--- src/rtl/plc_cmd_pkg.sv ---
// ----------------------------------------------------------------
// shared constants and types of the controller input decoder
// ----------------------------------------------------------------
package plc_cmd_pkg;

    // number of configurable contacts and field widths
    localparam int NUM_INPUTS    = 8;
    localparam int IDX_W         = 3;
    localparam int DELAY_W       = 16;

    // timing: flood hold delay is counted in whole milliseconds
    localparam int CLK_PERIOD_NS = 20;
    localparam int MS_NS         = 1000000;
    localparam int CYCLES_PER_MS = MS_NS / CLK_PERIOD_NS;

    // functions a contact may be assigned to
    typedef enum logic [3:0] {
        fn_none,
        fn_offset_null,
        fn_start_stop,
        fn_start,
        fn_stop,
        fn_inlet_flood,
        fn_purge_control,
        fn_clear,
        fn_adjust_request,
        fn_internal_adjust,
        fn_external_adjust,
        fn_run_toggle,
        fn_purge_open,
        fn_purge_close,
        fn_offset_null_set,
        fn_probe_mode
    } func_type;

    // control location setting
    typedef enum logic [1:0] {
        loc_local,
        loc_plc,
        loc_local_plc,
        loc_all
    } ctrl_loc_type;

    // factory assignment of contacts 0..7 after reset
    localparam func_type DEFAULT_FUNC [NUM_INPUTS] = '{
        fn_start, fn_stop, fn_offset_null, fn_adjust_request,
        fn_internal_adjust, fn_external_adjust, fn_clear, fn_purge_control
    };
    localparam logic [NUM_INPUTS-1:0] DEFAULT_INV = 8'h00;

endpackage

--- src/rtl/plc_input_command_decoder.sv ---
`timescale 1ns/100ps
`default_nettype none

// Operation
// - inputs honoured only under controller control location
// - each contact assignable, factory default per contact
// - every function selectable with inverted polarity
// - offset null on rise, off on fall
// - start/stop: start on rise, stop on fall
// - start function acts on rising edge only
// - stop on rise; flood after hold delay
// - inlet flood on rising edge
// - purge flushing on at rise, off at fall
// - clear acknowledges error or aborts adjustment
// - adjust request: internal in standby, external in measure, else nothing
// - internal adjust trigger always starts internal routine
// - external adjust trigger starts external routine
// - run toggle starts in standby, else stops
// - purge valve open on rising edge
// - purge valve close on rising edge
// - null set enables; standby entry clears it
// - probe mode entered/left only while in standby
module plc_input_command_decoder
    import plc_cmd_pkg::*;
#(
    parameter int N         = plc_cmd_pkg::NUM_INPUTS,
    parameter int MS_CYCLES = plc_cmd_pkg::CYCLES_PER_MS
) (
    // clock and reset
    input  wire logic                           core_clk,
    input  wire logic                           sys_rst,
    // controller contacts, asynchronous
    input  wire logic [N-1:0]                   plc_in,
    // configuration
    input  wire plc_cmd_pkg::ctrl_loc_type      ctrl_loc,
    input  wire logic [plc_cmd_pkg::DELAY_W-1:0] flood_hold_delay,
    input  wire logic                           map_wr,
    input  wire logic [plc_cmd_pkg::IDX_W-1:0]  map_idx,
    input  wire plc_cmd_pkg::func_type          map_func,
    input  wire logic                           map_inv,
    // instrument state, same clock
    input  wire logic                           in_standby,
    input  wire logic                           in_measure,
    input  wire logic                           ext_adjust_busy,
    // command pulses to the sequencer
    output logic                                start_cmd,
    output logic                                stop_cmd,
    output logic                                flood_cmd,
    output logic                                clear_cmd,
    output logic                                int_adjust_cmd,
    output logic                                ext_adjust_cmd,
    output logic                                adjust_confirm_cmd,
    output logic                                probe_on_cmd,
    output logic                                probe_off_cmd,
    // levels
    output logic                                null_active,
    output logic                                purge_active,
    output logic                                accepted
);
    import plc_cmd_pkg::*;

    localparam int PRE_W = $clog2(MS_CYCLES);

    // ------------------------------------------------------------
    // contact assignment table
    // ------------------------------------------------------------
    func_type         func_map [N];
    logic [N-1:0]     inv_map;
    logic [N-1:0]     lvl;
    logic [N-1:0]     rise;
    logic [N-1:0]     fall;
    logic [15:0]      rise_f;
    logic [15:0]      fall_f;
    logic [15:0]      lvl_f;
    logic             accept;
    logic             stby_prev;
    logic             stby_rise;
    logic             stop_hold;
    logic [PRE_W-1:0] pre_cnt;
    logic [DELAY_W-1:0] ms_cnt;
    logic             hold_fired;
    logic             ms_tick;
    logic             hold_fire;

    // per-contact function and polarity, factory default at reset
    always_ff @(posedge core_clk) begin
        if (sys_rst) begin
            for (int i = 0; i < N; i++) begin
                func_map[i] <= DEFAULT_FUNC[i];
            end
            inv_map <= DEFAULT_INV;
        end else if (map_wr) begin
            func_map[map_idx] <= map_func;
            inv_map[map_idx]  <= map_inv;
        end
    end

    // ------------------------------------------------------------
    // conditioning and decode
    // ------------------------------------------------------------
    input_conditioner #(
        .WIDTH (N)
    ) u_cond (
        .core_clk (core_clk),
        .sys_rst  (sys_rst),
        .raw_in   (plc_in),
        .invert   (inv_map),
        .level    (lvl),
        .rise     (rise),
        .fall     (fall)
    );

    // gather edges and levels by assigned function
    always_comb begin
        rise_f = '0;
        fall_f = '0;
        lvl_f  = '0;
        for (int i = 0; i < N; i++) begin
            rise_f[func_map[i]] = rise_f[func_map[i]] | rise[i];
            fall_f[func_map[i]] = fall_f[func_map[i]] | fall[i];
            lvl_f[func_map[i]]  = lvl_f[func_map[i]] | lvl[i];
        end
    end

    assign accept = (ctrl_loc == loc_plc) || (ctrl_loc == loc_local_plc)
                    || (ctrl_loc == loc_all);

    // standby entry detect, state is already on this clock
    always_ff @(posedge core_clk) begin
        if (sys_rst) begin
            stby_prev <= 1'b0;
        end else begin
            stby_prev <= in_standby;
        end
    end
    assign stby_rise = in_standby & ~stby_prev;

    // ------------------------------------------------------------
    // stop hold timer
    // ------------------------------------------------------------
    // flood once after stop held past the delay
    // restart on any release so a short pulse never floods
    assign stop_hold = accept & lvl_f[fn_stop];
    assign ms_tick   = (pre_cnt == PRE_W'(MS_CYCLES - 1));
    assign hold_fire = stop_hold & ms_tick & ~hold_fired & (ms_cnt == flood_hold_delay);

    always_ff @(posedge core_clk) begin
        if (sys_rst || !stop_hold) begin
            pre_cnt    <= '0;
            ms_cnt     <= '0;
            hold_fired <= 1'b0;
        end else if (ms_tick) begin
            pre_cnt <= '0;
            if (hold_fire) begin
                hold_fired <= 1'b1;
            end else if (ms_cnt != '1) begin
                ms_cnt <= ms_cnt + 1'b1;
            end
        end else begin
            pre_cnt <= pre_cnt + 1'b1;
        end
    end

    // ------------------------------------------------------------
    // command pulses
    // ------------------------------------------------------------
    // registered one-cycle pulses, gated by location
    always_ff @(posedge core_clk) begin
        if (sys_rst) begin
            start_cmd          <= 1'b0;
            stop_cmd           <= 1'b0;
            flood_cmd          <= 1'b0;
            clear_cmd          <= 1'b0;
            int_adjust_cmd     <= 1'b0;
            ext_adjust_cmd     <= 1'b0;
            adjust_confirm_cmd <= 1'b0;
            probe_on_cmd       <= 1'b0;
            probe_off_cmd      <= 1'b0;
        end else begin
            start_cmd <= accept & (rise_f[fn_start] | rise_f[fn_start_stop]
                         | (rise_f[fn_run_toggle] & in_standby));
            stop_cmd <= accept & (rise_f[fn_stop] | fall_f[fn_start_stop]
                        | (rise_f[fn_run_toggle] & ~in_standby));
            // flood on edge or hold expiry
            flood_cmd <= (accept & rise_f[fn_inlet_flood]) | hold_fire;
            clear_cmd <= accept & rise_f[fn_clear];
            int_adjust_cmd <= accept & (rise_f[fn_internal_adjust]
                              | (rise_f[fn_adjust_request] & in_standby));
            ext_adjust_cmd <= accept & (rise_f[fn_external_adjust]
                              | (rise_f[fn_adjust_request] & in_measure & ~in_standby));
            adjust_confirm_cmd <= accept & fall_f[fn_adjust_request] & ext_adjust_busy;
            // probe mode changes only in standby
            probe_on_cmd  <= accept & rise_f[fn_probe_mode] & in_standby;
            probe_off_cmd <= accept & fall_f[fn_probe_mode] & in_standby;
        end
    end

    // ------------------------------------------------------------
    // level functions
    // ------------------------------------------------------------
    // nulling state, a set beats a clear
    always_ff @(posedge core_clk) begin
        if (sys_rst) begin
            null_active <= 1'b0;
        end else if (accept & (rise_f[fn_offset_null] | rise_f[fn_offset_null_set])) begin
            null_active <= 1'b1;
        end else if ((accept & fall_f[fn_offset_null]) | stby_rise) begin
            null_active <= 1'b0;
        end
    end

    always_ff @(posedge core_clk) begin
        if (sys_rst) begin
            purge_active <= 1'b0;
        end else if (accept & (rise_f[fn_purge_control] | rise_f[fn_purge_open])) begin
            purge_active <= 1'b1;
        end else if (accept & (fall_f[fn_purge_control] | rise_f[fn_purge_close])) begin
            purge_active <= 1'b0;
        end
    end

    // status of the gate for the host
    always_ff @(posedge core_clk) begin
        if (sys_rst) begin
            accepted <= 1'b0;
        end else begin
            accepted <= accept;
        end
    end

    // ------------------------------------------------------------
    // assertions
    // ------------------------------------------------------------
    a_gate_blocks_cmds: assert property (
        @(posedge core_clk) disable iff (sys_rst)
        !accept |=> !(start_cmd || stop_cmd || flood_cmd || clear_cmd || int_adjust_cmd || ext_adjust_cmd
                      || adjust_confirm_cmd || probe_on_cmd || probe_off_cmd))
        else $error("command issued while location refuses inputs");

    a_null_on_fall: assert property (
        @(posedge core_clk) disable iff (sys_rst)
        accept && fall_f[fn_offset_null] && !rise_f[fn_offset_null_set] && !rise_f[fn_offset_null]
        |=> !null_active)
        else $error("nulling not cleared on falling edge");

    a_start_on_rise: assert property (
        @(posedge core_clk) disable iff (sys_rst)
        accept && rise_f[fn_start] |=> start_cmd ##1 (!start_cmd || $past(accept && (rise_f[fn_start]
            || rise_f[fn_start_stop] || (rise_f[fn_run_toggle] && in_standby)))))
        else $error("start edge did not give a start pulse");

    a_flood_hold: assert property (
        @(posedge core_clk) disable iff (sys_rst)
        hold_fire |=> flood_cmd && hold_fired)
        else $error("stop hold expiry did not flood");

    a_purge_on_rise: assert property (
        @(posedge core_clk) disable iff (sys_rst)
        accept && rise_f[fn_purge_control] |=> purge_active)
        else $error("purge flushing not switched on");

    a_adjust_route: assert property (
        @(posedge core_clk) disable iff (sys_rst)
        accept && rise_f[fn_adjust_request] && !in_standby && in_measure
        |=> ext_adjust_cmd && !int_adjust_cmd || $past(rise_f[fn_internal_adjust]))
        else $error("adjust request in measure not routed external");

    a_toggle_split: assert property (
        @(posedge core_clk) disable iff (sys_rst)
        accept && rise_f[fn_run_toggle] |=> (start_cmd == $past(in_standby))
            || $past(rise_f[fn_start] || rise_f[fn_start_stop]))
        else $error("run toggle chose wrong action");

    a_standby_clears: assert property (
        @(posedge core_clk) disable iff (sys_rst)
        stby_rise && !(accept && (rise_f[fn_offset_null] || rise_f[fn_offset_null_set]))
        |=> !null_active)
        else $error("standby entry kept nulling on");

    a_probe_standby: assert property (
        @(posedge core_clk) disable iff (sys_rst)
        (probe_on_cmd || probe_off_cmd) |-> $past(in_standby))
        else $error("probe mode change outside standby");

    a_flood_on_edge: assert property (
        @(posedge core_clk) disable iff (sys_rst)
        accept && rise_f[fn_inlet_flood] |=> flood_cmd)
        else $error("flood edge did not give a flood pulse");

    a_clear_on_rise: assert property (
        @(posedge core_clk) disable iff (sys_rst)
        accept && rise_f[fn_clear] |=> clear_cmd)
        else $error("clear edge did not give a clear pulse");

    a_confirm_on_fall: assert property (
        @(posedge core_clk) disable iff (sys_rst)
        accept && fall_f[fn_adjust_request] && ext_adjust_busy |=> adjust_confirm_cmd)
        else $error("dropped request did not confirm adjustment");

    a_ext_trigger_route: assert property (
        @(posedge core_clk) disable iff (sys_rst)
        accept && rise_f[fn_external_adjust] |=> ext_adjust_cmd)
        else $error("external trigger did not start external adjustment");

    a_purge_close_rise: assert property (
        @(posedge core_clk) disable iff (sys_rst)
        accept && rise_f[fn_purge_close] && !rise_f[fn_purge_open] && !rise_f[fn_purge_control]
        |=> !purge_active)
        else $error("purge valve not closed on close edge");

endmodule

`default_nettype wire

--- src/rtl/input_conditioner.sv ---
`timescale 1ns/100ps
`default_nettype none

// ----------------------------------------------------------------
// synchroniser, polarity swap and edge detect for the contacts
// ----------------------------------------------------------------
module input_conditioner #(
    parameter int WIDTH = 8
) (
    // clock and reset
    input  wire logic             core_clk,
    input  wire logic             sys_rst,
    // raw contacts and polarity
    input  wire logic [WIDTH-1:0] raw_in,
    input  wire logic [WIDTH-1:0] invert,
    // conditioned level and edges
    output logic      [WIDTH-1:0] level,
    output logic      [WIDTH-1:0] rise,
    output logic      [WIDTH-1:0] fall
);

    logic [WIDTH-1:0] meta;
    logic [WIDTH-1:0] sync;
    logic [WIDTH-1:0] prev;

    always_ff @(posedge core_clk) begin
        if (sys_rst) begin
            meta <= '0;
            sync <= '0;
        end else begin
            meta <= raw_in;
            sync <= meta;
        end
    end

    // polarity swap before edge detect
    // a change of polarity while the contact is steady looks like an edge
    always_ff @(posedge core_clk) begin
        if (sys_rst) begin
            level <= '0;
            prev  <= '0;
        end else begin
            level <= sync ^ invert;
            prev  <= level;
        end
    end

    // edges from current versus previous sample
    assign rise = level & ~prev;
    assign fall = ~level & prev;

endmodule

`default_nettype wire

--- config.mk ---
export PLATFORM = sky130hd
export DESIGN_NAME = plc_input_command_decoder
export DESIGN_NICKNAME = d
export VERILOG_FILES = /design/src/rtl/plc_cmd_pkg.sv /design/src/rtl/plc_input_command_decoder.sv /design/src/rtl/input_conditioner.sv
export SDC_FILE = /design/constraint.sdc
export NUM_CORES = 1
export LEC_CHECK = 0
export BUFFER_PORTS_ARGS = -buffer_cell sky130_fd_sc_hd__clkbuf_2
export CAP_MARGIN = 10
export CORE_UTILIZATION = 30
export DETAILED_ROUTE_END_ITERATION = 10
export PLACE_DENSITY = 0.52
export SYNTH_ARGS = -nofsm -noshare
export SYNTH_HDL_FRONTEND = slang
export SYNTH_SLANG_ARGS = --single-unit
--- constraint.sdc ---
create_clock -name core_clk -period 6.3 [get_ports core_clk]
set_clock_uncertainty 0.2 [all_clocks]
set_input_delay 0.63 -clock core_clk [delete_from_list [all_inputs] [get_ports core_clk]]
set_output_delay 0.63 -clock core_clk [all_outputs]
set_load 0.05 [all_outputs]
# --- Word level (Yosys, flattened, before mapping) ---
# Memories as Yosys holds them, arrays and structs flattened.
# Cells that the tools add are included.
classes:
  n_eq_ne: 6
  addsub: 2
  n_bitwise: 73
  n_mux: 95
  div: 0
  n_mul: 0
  shift: 0
  n_reduce_logical: 19
  magnitude_cmp: 18
ops:
  columns: ["operator", "count"]
  rows:
  - ["bitwise mux 16 bit", 21]
  - ["binary-select mux 1 bit (select 4 bit)", 21]
  - ["AND 16 bit", 3]
  - ["two-way mux 1 bit", 41]
  - ["less-than comparator 4 x 5 -> 1 bit, second input constant", 8]
  - ["bitwise OR 1 bit", 35]
  - ["adder 16 x 1 -> 16 bit, second input constant", 2]
  - ["demux 1 bit (select 4 bit)", 8]
  - [">= comparator 4 x 1 -> 1 bit, second input constant", 8]
  - ["AND 1 bit", 26]
  - ["AND 8 bit", 2]
  - ["== test 16 bit", 1]
  - ["== test 16 bit, second input constant", 1]
  - ["!= test 16 bit, second input constant", 1]
  - ["inverter 8 bit", 2]
  - ["logical AND 1 bit", 9]
  - ["bitwise mux 8 bit", 1]
  - ["bitwise XOR 8 bit", 1]
  - ["== test 2 bit, second input constant", 2]
  - ["less-than comparator 3 x 4 -> 1 bit, second input constant", 1]
  - ["two-way mux 4 bit", 1]
  - ["inverter 1 bit", 4]
  - ["nonzero test 2 bit", 2]
  - ["OR reduction 4 bit", 1]
  - ["9 further kinds", 11]
word_totals:
  latch_bits: 0
  output_inout_bits: 12
  ramBits: 32
  n_memories: 2
  regBits: 86
  romBits: 16
  input_bits: 40
mem_list:
  columns: ["name", "depth", "word_bits", "read_ports", "rd_clocked_by_memory_dff", "wr", "line", "source"]
  rows:
  - ["func_map", 8, 4, 8, 0, 8, "plc_input_command_decoder.sv:67", "func_type func_map [N];"]
  - ["(no name shown)", 16, 1, 1, 0, 0, "plc_input_command_decoder.sv:121", "lvl_f[func_map[i]] = lvl_f[func_map[i]] | lvl[i];"]

# --- Depth between registers and ports, before layout ---
# Gate-level depths: netlist of run 1.
depth:
  depth_word: 39
  mapped_depth: 25
  ltp_nobuf: 19

# --- Hierarchy ---
# From an unflattened synthesis of run 1, not the netlist that was laid out.
unflattened:
  hier_cells: 1736
  hier_area_um2: 12438.2
by_module_without_submodules:
  columns: ["mod", "area_each_um2", "seq_area_each_um2", "cells_each", "instances"]
  rows:
  - ["plc_input_command_decoder", 11424.7, 2042.0, 1645, 1]
  - ["input_conditioner", 1013.5, 640.6, 91, 1]

# --- Worst setup path before layout of run 1 ---
# Ideal clock, no wire load.
synth_timing:
  path_type: "flip-flop to flip-flop"
  from: "mem func_map[0][2] (netlist name)"
  to: "reg null_active"
  path_slack_ns: 0.722
  t_arrival_ns: 5.255
  n_path_buf: 2
  required_ns: 5.977
  setup_time_ns: 0.123
  stages_incl_launch_ff: 22
  path_cell_list: "edfxtp_1 > buf_2 > buf_4 > or4bb_1 > o211ai_1 > o311a_1 > o41a_1 > a31oi_2 > a211oi_1 > o2111ai_4 > nand2_1 > o211ai_1 > or4_1 > a211o_1 > o21ai_2 > o211a_1 > or4b_4 > a21oi_1 > o211ai_1 > a211oi_2 > o211ai_1 > o2bb2ai_1"
synth_lines:
  columns: ["element", "line", "source"]
  rows:
  - ["from (decl)", "plc_input_command_decoder.sv:67", null]
  - ["to (signal assigned)", "plc_input_command_decoder.sv:204", "null_active <= 1'b0;"]
  - ["to (signal assigned)", "plc_input_command_decoder.sv:206", "null_active <= 1'b1;"]
  - ["to (signal assigned)", "plc_input_command_decoder.sv:208", "null_active <= 1'b0;"]
  - ["to (decl)", "plc_input_command_decoder.sv:56", "output logic null_active,"]

==> results of run 1 <==
==> area by class of cell <==
type,instances,area [um^2]
repair buffers,488,3779
well taps,577,721.9
inverters,32,120.1
multi-input cells,1543,10410
fillers,4350,24040
clock inverters,11,86.33
clock buffers,21,481.7
flip-flops and latches,118,2684
diodes,1,2.502
==> worst min-delay path by stage <==
stage                               from  slack [ns]  depth (start not counted)        endpoint
after floorplan           u_cond.meta[0]        0.21                          1  u_cond.sync[0]
after global placement    u_cond.meta[6]        0.22                          1  u_cond.sync[6]
after detailed placement  u_cond.meta[0]        0.23                          1  u_cond.sync[0]
after CTS                      plc_in[2]        0.21                          2  u_cond.meta[2]
after global routing           plc_in[0]        0.21                          2  u_cond.meta[0]
final                          plc_in[2]        0.23                          2  u_cond.meta[2]
==> cell families after synthesis <==
family	count (synthesis)
mux	22
simple gates	877
compound gates	583
fa+ha+maj	2
buf+inv	153
flops	118
xor+xnor	59
==> metal layers <==
| metal | track usage [%] | wire length [um] | up-vias |
|---|---|---|---|
| li1 | - | - | 7697 |
| met1 | 43.52 | 30830 | 8317 |
| met2 | 47.60 | 30330 | 1054 |
| met3 | 7.420 | 7751 | 213 |
| met4 | 12.89 | 3108 | 0 |
| met5 | 0 | 0 | - |
==> repair_timing <==
action / CTS / global route
gates resized for setup: 48 / 113
pin swaps: 14 / 54
setup buffers: 5 / 28
gates cloned: 0 / 0
endpoints found under the setup margin: 9 / 28
==> synthesized netlist by cell type, types with 29 or more instances <==
cell type,count
buf_2,29
nand2b_1,38
nor2_1,215
o211ai_1,36
clkbuf_1,75
a21oi_1,102
nor3_1,75
o31ai_1,30
nand3_1,77
dfxtp_1,86
and2_1,37
a31oi_1,37
xnor2_1,34
nand2_1,209
edfxtp_1,32
nor2b_1,58
o21ai_0,95
a211oi_1,40
inv_1,30
==> sequential cells by signal, indices dropped and copies added (netlist names), 8 cells and up <==
signal	count
u_cond.sync	8
u_cond.level	8
ms_cnt	16
u_cond.prev	8
inv_map	8
u_cond.meta	8
pre_cnt	16
func_map	32
==> where the power goes <==
part / leakage [nW] / switching [mW] / internal (mW)
Combinational: 5.57 / 0.822 / 0.594
Clock: 0.281 / 0.356 / 0.554
Sequential: 1.01 / 0.0584 / 0.812
Total: 6.87 / 1.24 / 1.96
==> cells in the final DEF, fill, tap and decap left out, drive strengths merged, types with 13 or more instances in the layout <==
cell type	Yosys	layout
buf	46	437
nor2	216	216
nand2	209	209
a21oi	103	103
o21ai	100	100
dfxtp	86	86
nand3	77	77
nor3	76	76
clkbuf	75	72
nor2b	58	58
a211oi	44	44
a31oi	40	40
nand2b	38	38
and2	38	38
o211ai	37	37
inv	30	36
xnor2	34	34
edfxtp	32	32
o31ai	31	31
or3	27	27
xor2	25	25
nand4	21	21
o22ai	20	20
a221oi	15	15
a2111oi	15	15
nor4	13	13
==> impl_metrics.tcl, run 1 <==
set metrics [dict create \
    finalCriticalPeriod_ns 6.355 \
    vdd_drop_max_mv 0.1782 \
    rsz0062_at_grt "yes" \
    ios 52 \
    rows 75 \
    max_cap_viol_count 0 \
    critPathCaptureType "flip-flop" \
    crit_chain "buf_6, buf_8, or4bb_4, o211ai_1, o311a_1, o41a_1, nand4_2, buf_6, a2111oi_4, o2111ai_4, buf_12, a21oi_4, a311oi_4, o31a_1, a211o_4, a31oi_4, nor2_1, or4b_4, a22oi_2, o32ai_2, a211oi_2, buf_4, o211ai_1, o2bb2ai_1" \
    dr.pass1.iters 5 \
    hpwl_um 57900 \
    relSlewSlack_pct 24.72 \
    hp-class "in -> reg" \
    dp_cells 2725 \
    rr_startpoint "func_map[0][3]" \
    final_area_um2 18280 \
    drv_slew 0 \
    syn-num-nets 1856 \
    synthAdderAreaFrac_pct 0.1928 \
    cts_tree "built" \
    synth_compound_area_share_pct 32.87 \
    clk_latency_ns 0.41 \
    seq_area_frac_synth_pct 20.66 \
    die_w_um 210.0 \
    setup_slack_ns -0.05500 \
    ys_warn_count 0 \
    hold_viol_final 0 \
    max_freq_mhz 157.4 \
    cpPeakStageDelay_ns 0.59 \
    cp_max_fo 8 \
    hold_ws_ns 0.2280 \
    violations "setup timing" \
    nets 2242 \
    start_util_pct 30.68 \
    place_ws_ns -0.2861 \
    synth-edff-count 32 \
    clock_sinks 118 \
    muxShareOfSynthArea_pct 2.140 \
    clockBufferDepth 2 \
    synth-simple-area-share_pct 35.19 \
    first_iter_violations 1996 \
    synth.avg_cell_area_um2 7.157 \
    die_area_um2 44110 \
    avgViaCountPerCell 6.192 \
    avgRoutedWirePerCell_um 25.80 \
    synthTopCellsByArea "dfxtp_1 (13%), edfxtp_1 (7.4%), nor2_1 (6.2%), nand2_1 (6.0%), a21oi_1 (3.9%)" \
    path_delay_family "compound AO/OA/AOI/OAI gates" \
    timing.rr.end "null_active" \
    cp.depth 24 \
    clk_transition_reported_paths_ns 0.06 \
    cp-endpoint "null_active" \
    layout-drive-gt1-share_pct 30.82 \
    synth_top_area_share_pct 13.26 \
    cts_hold_buf 0 \
    yosysUniqueCellTypes 110 \
    total_power_mw 3.196 \
    antenna_found_initial 0 \
    status "finished, violations left" \
    synth_xor_area_share_pct 3.980 \
    grt_pass1_wl_um 105500 \
    synth_seq_cells 118 \
    cellPowerDensity_nw_per_um2 174.8 \
    syn_to_final_growth_pct 40.82 \
    grt_pass1_vias 16300 \
    dpl_cell_area_um2 16610 \
    grtUsageTotal_pct 31.74 \
    grt_start_max_net_pins 37 \
    cts-buffers-inserted 17 \
    cpMaxStageDelayCell "or4b_4" \
    drc_errors 0 \
    worstMarginPinSlew_ns 1.127 \
    startpoint "func_map[0][3]" \
    vias 17280 \
    postRouteAntennaNets 0 \
    fin_util_pct 43.20 \
    syn_area_um2 12980 \
    reg2reg_slack_ns -0.06 \
    p_leak_nw 6.866 \
    core-area_um2 42320 \
    synth_top_family_by_area "simple AND/OR/NAND/NOR gates" \
    cts-root-buf "clkbuf_16" \
    die_h_um 210.0 \
    worstSetupPathType "reg -> reg" \
    setup_tns_ns -0.09903 \
    timing.final.crit_share_pct 100.9 \
    synth.largest_area_cell "dfxtp_1" \
    io_buffers 51 \
    stdcell_count 2791 \
    synth_ff_type "dfxtp_1" \
    netlist_instances 1814 \
    r2r_cells 24 \
    cp_num_buf_inv 5 \
    gp_congestion 1.058 \
    cts.htree.levels 4 \
    routed_wl_um 72020 \
    crit_path_start_kind "flip-flop" \
    cp.required_ns 6.39 \
    crit_arrival_ns 6.45 \
    finalSetupViolations 4 \
    async_flop_share_pct 0 \
    overflow 0 \
]
No activity file was read; power rests on OpenSTA's default activity.
==> inputs of run 2 (changes only) <==
--- a/config.mk
+++ b/config.mk
@@ -11,4 +11,5 @@
 export DETAILED_ROUTE_END_ITERATION = 10
 export PLACE_DENSITY = 0.52
+export SETUP_SLACK_MARGIN = 0.4
 export SYNTH_ARGS = -nofsm -noshare
 export SYNTH_HDL_FRONTEND = slang
--- a/constraint.sdc
+++ b/constraint.sdc
@@ -3,3 +3,3 @@
 set_input_delay 0.63 -clock core_clk [delete_from_list [all_inputs] [get_ports core_clk]]
 set_output_delay 0.63 -clock core_clk [all_outputs]
-set_load 0.05 [all_outputs]
+set_load 0.1 [all_outputs]
==> impl_metrics.tcl, run 2 (synthesis gave the netlist of run 1 again) <==
set metrics [dict create \
    nets 2256 \
    clk_latency_ns 0.40 \
    cp.required_ns 6.39 \
    routed_wl_um 72560 \
    hp-class "in -> reg" \
    grt_pass1_wl_um 107100 \
    overflow 0 \
    setup_slack_ns 0.1504 \
    largestRegisters "func_map: 32 flops, ms_cnt: 16 flops, pre_cnt: 16 flops" \
    rsz0062_at_grt "yes" \
    die_area_um2 44110 \
    ios 52 \
    io_buffers 51 \
    vias 17380 \
    cp_max_fo 8 \
    clock_sinks 118 \
    cpPeakStageDelay_ns 0.59 \
    drv_slew 0 \
    worstSetupPathType "reg -> reg" \
    max_cap_viol_count 0 \
    layout_commonest_cell "buf_4" \
    die_w_um 210.0 \
    dpl_cell_area_um2 16610 \
    path_delay_family "compound AO/OA/AOI/OAI gates" \
    cts_tree "built" \
    drc_errors 0 \
    pwr-share-comb_pct 45.9 \
    layout-drive-gt1-share_pct 32.51 \
    clkPwrFrac_pct 27.7 \
    avgRoutedWirePerCell_um 25.87 \
    clk_transition_reported_paths_ns 0.06 \
    antenna_found_initial 0 \
    cts_hold_buf 0 \
    largest_reg_flops 32 \
    first_iter_violations 2149 \
    cpMaxStageDelayCell "or4b_4" \
    final_cell_mix "buf_4 (417), nor2_1 (213), nand2_1 (208), a21oi_1 (92), dfxtp_1 (85)" \
    setup_tns_ns 0 \
    grt_start_max_net_pins 37 \
    place_ws_ns -0.2861 \
    critPathCaptureType "flip-flop" \
    cts-buffers-inserted 17 \
    postRouteAntennaNets 0 \
    die_h_um 210.0 \
    avgViaCountPerCell 6.195 \
    core-area_um2 42320 \
    grtUsageTotal_pct 32.14 \
    regMostFlops "func_map" \
    power_switching_share_pct 39.28 \
    worstMarginPinSlew_ns 1.060 \
    finalCriticalPeriod_ns 6.150 \
    vdd_drop_max_mv 0.1768 \
    hpwl_um 57900 \
    clockBufferDepth 2 \
    hold_viol_final 0 \
    cp_num_buf_inv 4 \
    status "finished clean" \
    relSlewSlack_pct 29.18 \
    crit_arrival_ns 6.24 \
    crit_path_start_kind "flip-flop" \
    syn_to_final_growth_pct 43.55 \
    gp_congestion 1.058 \
    rows 75 \
    seq_power_share_pct 26.4 \
    final_area_um2 18640 \
    p_sw_mw 1.290 \
    cts.htree.levels 4 \
    path_common_cell "o211ai_1" \
    cts-root-buf "clkbuf_16" \
    max_freq_mhz 162.6 \
    grt_pass1_vias 16600 \
    crit_chain "or4b_4, o311ai_4, and2_4, a31oi_4, and3_1, a2111oi_4, o2111ai_4, buf_12, a21oi_4, buf_6, buf_4, o211ai_1, a32o_2, a211o_4, o2111ai_2, a21oi_1, or4b_4, a21oi_2, o211ai_1, a211oi_2, buf_4, o211ai_1, o2bb2ai_1" \
    start_util_pct 30.68 \
    cellPowerDensity_nw_per_um2 176.3 \
    timing.final.crit_share_pct 97.61 \
    p_leak_nw 7.003 \
    dr.pass1.iters 6 \
    finalSetupViolations 0 \
    power.internal_mw 1.995 \
]
-- run 2: metrics by stage --
stage | util [%] | power [mW] | hold slack (ns) | std cells
3_3_place_gp | 39.24 | 2.142 | 0.2177 | 2725
5_1_grt | 44.03 | 3.401 | 0.2147 | 2804
4_1_cts | 43.31 | 3.206 | 0.2109 | 2798
3_5_place_dp | 39.24 | 2.129 | 0.2289 | 2725
6_report | 44.04 | 3.285 | 0.2287 | 2805
2_1_floorplan | - | 1.508 | 0.2138 | 1814
-- run 2: area by class of cell --
| type | count | area (um^2) |
|---|---|---|
| inverters | 32 | 120.1 |
| diodes | 1 | 2.502 |
| multi-input cells | 1543 | 10620 |
| fillers | 4313 | 23690 |
| flip-flops and latches | 118 | 2684 |
| clock buffers | 21 | 481.7 |
| well taps | 577 | 721.9 |
| repair buffers | 502 | 3921 |
| clock inverters | 11 | 86.33 |
-- run 2: metal layers --
layer / global-route usage, % / share of wire, %
met2: 48.55 / 42
met4: 12.58 / 4.1
met3: 7.420 / 11
met1: 44.02 / 42
met5: 0 / 0.058
-- run 2: path summary, 6_finish.rpt --
kind	start	end	slack [ns]	cells past startpoint
max reg2reg	func_map[0][2]	null_active	0.15	23
max	func_map[0][2]	null_active	0.15	23
min reg2reg	u_cond.meta[0]	u_cond.sync[0]	0.24	1
min	plc_in[2]	u_cond.meta[2]	0.23	2
-- run 2: what timing repair did --
item | CTS | global route
pin swaps | 63 | 22
endpoints found under the setup margin | 19 | 29
buffers inserted | 40 | 6
resized for setup | 151 | 50
cloned | 1 | 0
-- run 2: worst register-to-register path, stage by stage (launching register included) --
cell,delay [ns]
edfxtp_1,0.40
or4b_4,0.59
o311ai_4,0.33
and2_4,0.26
a31oi_4,0.16
and3_1,0.24
a2111oi_4,0.53
o2111ai_4,0.21
buf_12,0.19
a21oi_4,0.25
buf_6,0.13
buf_4,0.10
o211ai_1,0.13
a32o_2,0.27
a211o_4,0.32
o2111ai_2,0.21
a21oi_1,0.09
or4b_4,0.58
a21oi_2,0.14
o211ai_1,0.11
a211oi_2,0.21
buf_4,0.16
o211ai_1,0.10
o2bb2ai_1,0.13
-- run 2: power by group through the flow --
stage	Sequential (mW)	Clock, mW	Combinational [mW]
6_report	0.866	0.910	1.51
3_5_place_dp	0.879	0	1.25
4_1_cts	0.863	0.928	1.42
3_3_place_gp	0.880	0	1.26
2_1_floorplan	0.898	0	0.610
5_1_grt	0.869	0.967	1.57
==> inputs of run 3 (changes only) <==
ABC_AREA = 1   (was not set)
SYNTH_HIERARCHICAL = 1   (was not set)
==> impl_metrics.tcl, run 3 <==
set metrics [dict create \
    setup_slack_ns -0.8536 \
    timing.final.crit_share_pct 113.5 \
    clockBufferDepth 2 \
    drv_slew 0 \
    synthTopCellsByArea "nand2_1 (22%), nand3_1 (20%), dfxtp_1 (13%), nor2_1 (10%), inv_1 (8.0%)" \
    synthTopCellsByCount "nand2_1 (797), nand3_1 (535), nor2_1 (375), inv_1 (290), dfxtp_1 (86)" \
    timing.rr.end "stop_cmd" \
    synth_top_area_share_pct 22.07 \
    grt_pass1_vias 18520 \
    cellPowerDensity_nw_per_um2 151.9 \
    syn_to_final_growth_pct 49.42 \
    avgViaCountPerCell 5.128 \
    start_util_pct 30.52 \
    rsz0062_at_grt "yes" \
    cp.required_ns 6.40 \
    path_common_cell "nand3_1" \
    gp_congestion 1.031 \
    ios 52 \
    clk_transition_reported_paths_ns 0.06 \
    core-area_um2 44410 \
    layout_commonest_cell "nand2_1" \
    cts-root-buf "clkbuf_16" \
    io_buffers 51 \
    synth.avg_cell_area_um2 5.386 \
    cts_tree "built" \
    nets 3193 \
    vdd_drop_max_mv 0.1547 \
    startpoint "func_map[0][1]" \
    finalSetupViolations 44 \
    ys_warn_count 6 \
    grtUsageTotal_pct 28.77 \
    rr_startpoint "func_map[0][1]" \
    rows 77 \
    final_cell_mix "nand2_1 (779), buf_4 (561), nand3_1 (506), nor2_1 (347), inv_1 (290)" \
    postRouteAntennaNets 0 \
    async_flop_share_pct 0 \
    synth_seq_cells 118 \
    cts.htree.levels 4 \
    nFillCells 4740 \
    grt_pass1_wl_um 104500 \
    die_w_um 214.6 \
    setup_tns_ns -29.44 \
    seq_area_frac_synth_pct 19.79 \
    synth.largest_area_cell "nand2_1" \
    cp-endpoint "stop_cmd" \
    syn_area_um2 13560 \
    largestRegisters "func_map: 32 flops, ms_cnt: 16 flops, pre_cnt: 16 flops" \
    die_area_um2 46040 \
    cpMaxStageDelayCell "edfxtp_1" \
    worstMarginPinSlew_ns 1.243 \
    avgRoutedWirePerCell_um 17.77 \
    netlist_instances 2517 \
    vias 19260 \
    hpwl_um 55260 \
    synth_ff_type "dfxtp_1" \
    clock_sinks 118 \
    status "finished, violations left" \
    antenna_cells 0 \
    hp-class "in -> reg" \
    worstSetupPathType "reg -> reg" \
    min_path_cells 3 \
    drc_errors 0 \
    r2r_cells 55 \
    yosysMostFrequentCell "nand2_1" \
    violations "setup timing" \
    reg2reg_slack_ns -0.85 \
    cts-buffers-inserted 17 \
    die_h_um 214.6 \
    regMostFlops "func_map" \
    clk_latency_ns 0.42 \
    yosysUniqueCellTypes 46 \
    routed_wl_um 66740 \
    dr.pass1.iters 6 \
    antenna_found_initial 0 \
    total_power_mw 3.078 \
    max_freq_mhz 139.8 \
    cp_max_fo 16 \
    synth-edff-count 32 \
    largest_reg_flops 32 \
    syn-num-nets 2559 \
    max_cap_viol_count 0 \
    relSlewSlack_pct 16.36 \
    crit_arrival_ns 7.25 \
    overflow 0 \
    critPathCaptureType "flip-flop" \
    layout-drive-gt1-share_pct 27.97 \
    first_iter_violations 2150 \
    crit_path_start_kind "flip-flop" \
    cpPeakStageDelay_ns 0.52 \
    p_leak_nw 10.29 \
    grt_start_max_net_pins 31 \
    finalCriticalPeriod_ns 7.154 \
    hold_viol_final 0 \
]
## run 3: layout make-up
class                      count  area [um^2]  share of cell area [%]
clock inverter                14        161.4                  0.7968
tap                          592        740.7                   3.657
clock buffer                  18        450.4                   2.224
sequential                   118         2683                   13.24
timing repair buffer         657         5230                   25.82
inverter                     316         1189                   5.868
multi-input combinational   2041         9803                   48.39
## run 3: kinds of logic (layout without fill, tap and decap cells)
| group | after synthesis | count (layout) | share of synthesized area [%] |
|---|---|---|---|
| AO/OA/AOI/OAI | 188 | 189 | 8.242 |
| XOR/XNOR | 8 | 8 | 0.5169 |
| adder cells (fa/ha/maj) | 2 | 2 | 0.1846 |
| buffers and inverters | 359 | 1005 | 11.27 |
| flip-flops | 118 | 118 | 19.79 |
| AND/OR/NAND/NOR | 1842 | 1842 | 60.00 |
## run 3: layer usage
metal / global-route usage [%] / wire length [um] / vias to the layer above
li1: - / - / 9428
met2: 45.55 / 28760 / 835
met5: 0 / 0 / -
met1: 40.66 / 30750 / 8886
met3: 3.745 / 5509 / 113
met4: 7.881 / 1720 / 0
## run 3: report_power, final
part           total (mW)  switching, mW  internal, mW
clock network       0.996          0.380         0.616
registers           0.841         0.0297         0.811
logic                1.24          0.750         0.491
total                3.08           1.16          1.92
## run 3: how the worst min path moves through the flow
stage,startpoint,end,slack (ns)
after floorplan,u_cond/meta[0],u_cond/sync[0],0.19
after global placement,u_cond/meta[0],u_cond/sync[0],0.20
after detailed placement,u_cond/meta[0],u_cond/sync[0],0.20
after CTS,plc_in[7],u_cond/meta[7],0.19
after global routing,plc_in[1],u_cond/meta[1],0.21
final,plc_in[7],u_cond/meta[7],0.20
## run 3: stage by stage
stage / area [um^2] / setup WS [ns] / hold slack (ns) / instances / util (%)
floorplan: 13560 / 0.4224 / 0.1883 / 2517 / -
global route: 20260 / -1.297 / 0.2069 / 3756 / 45.61
global placement: 18910 / -1.153 / 0.1995 / 3699 / 42.57
finish: 20260 / -0.8536 / 0.1990 / 3756 / 45.61
detailed placement: 18910 / -1.113 / 0.2005 / 3699 / 42.57
CTS: 20100 / -0.7010 / 0.1854 / 3754 / 45.25
## run 3: critical path, delay by kind of cell, from the launching register on
kind	cells	cell delay [ns]
compound gates	3	0.51
buf+inv	9	1.23
flops	1	0.52
simple gates	43	4.55
## run 3: what timing repair did
action                                  4_1_cts  5_1_grt
resized for setup                            99       45
setup buffers                                21        2
hold buffers                                  0        0
endpoints found under the setup margin       44       44
pin swaps                                    20       16
cloned                                        2        0
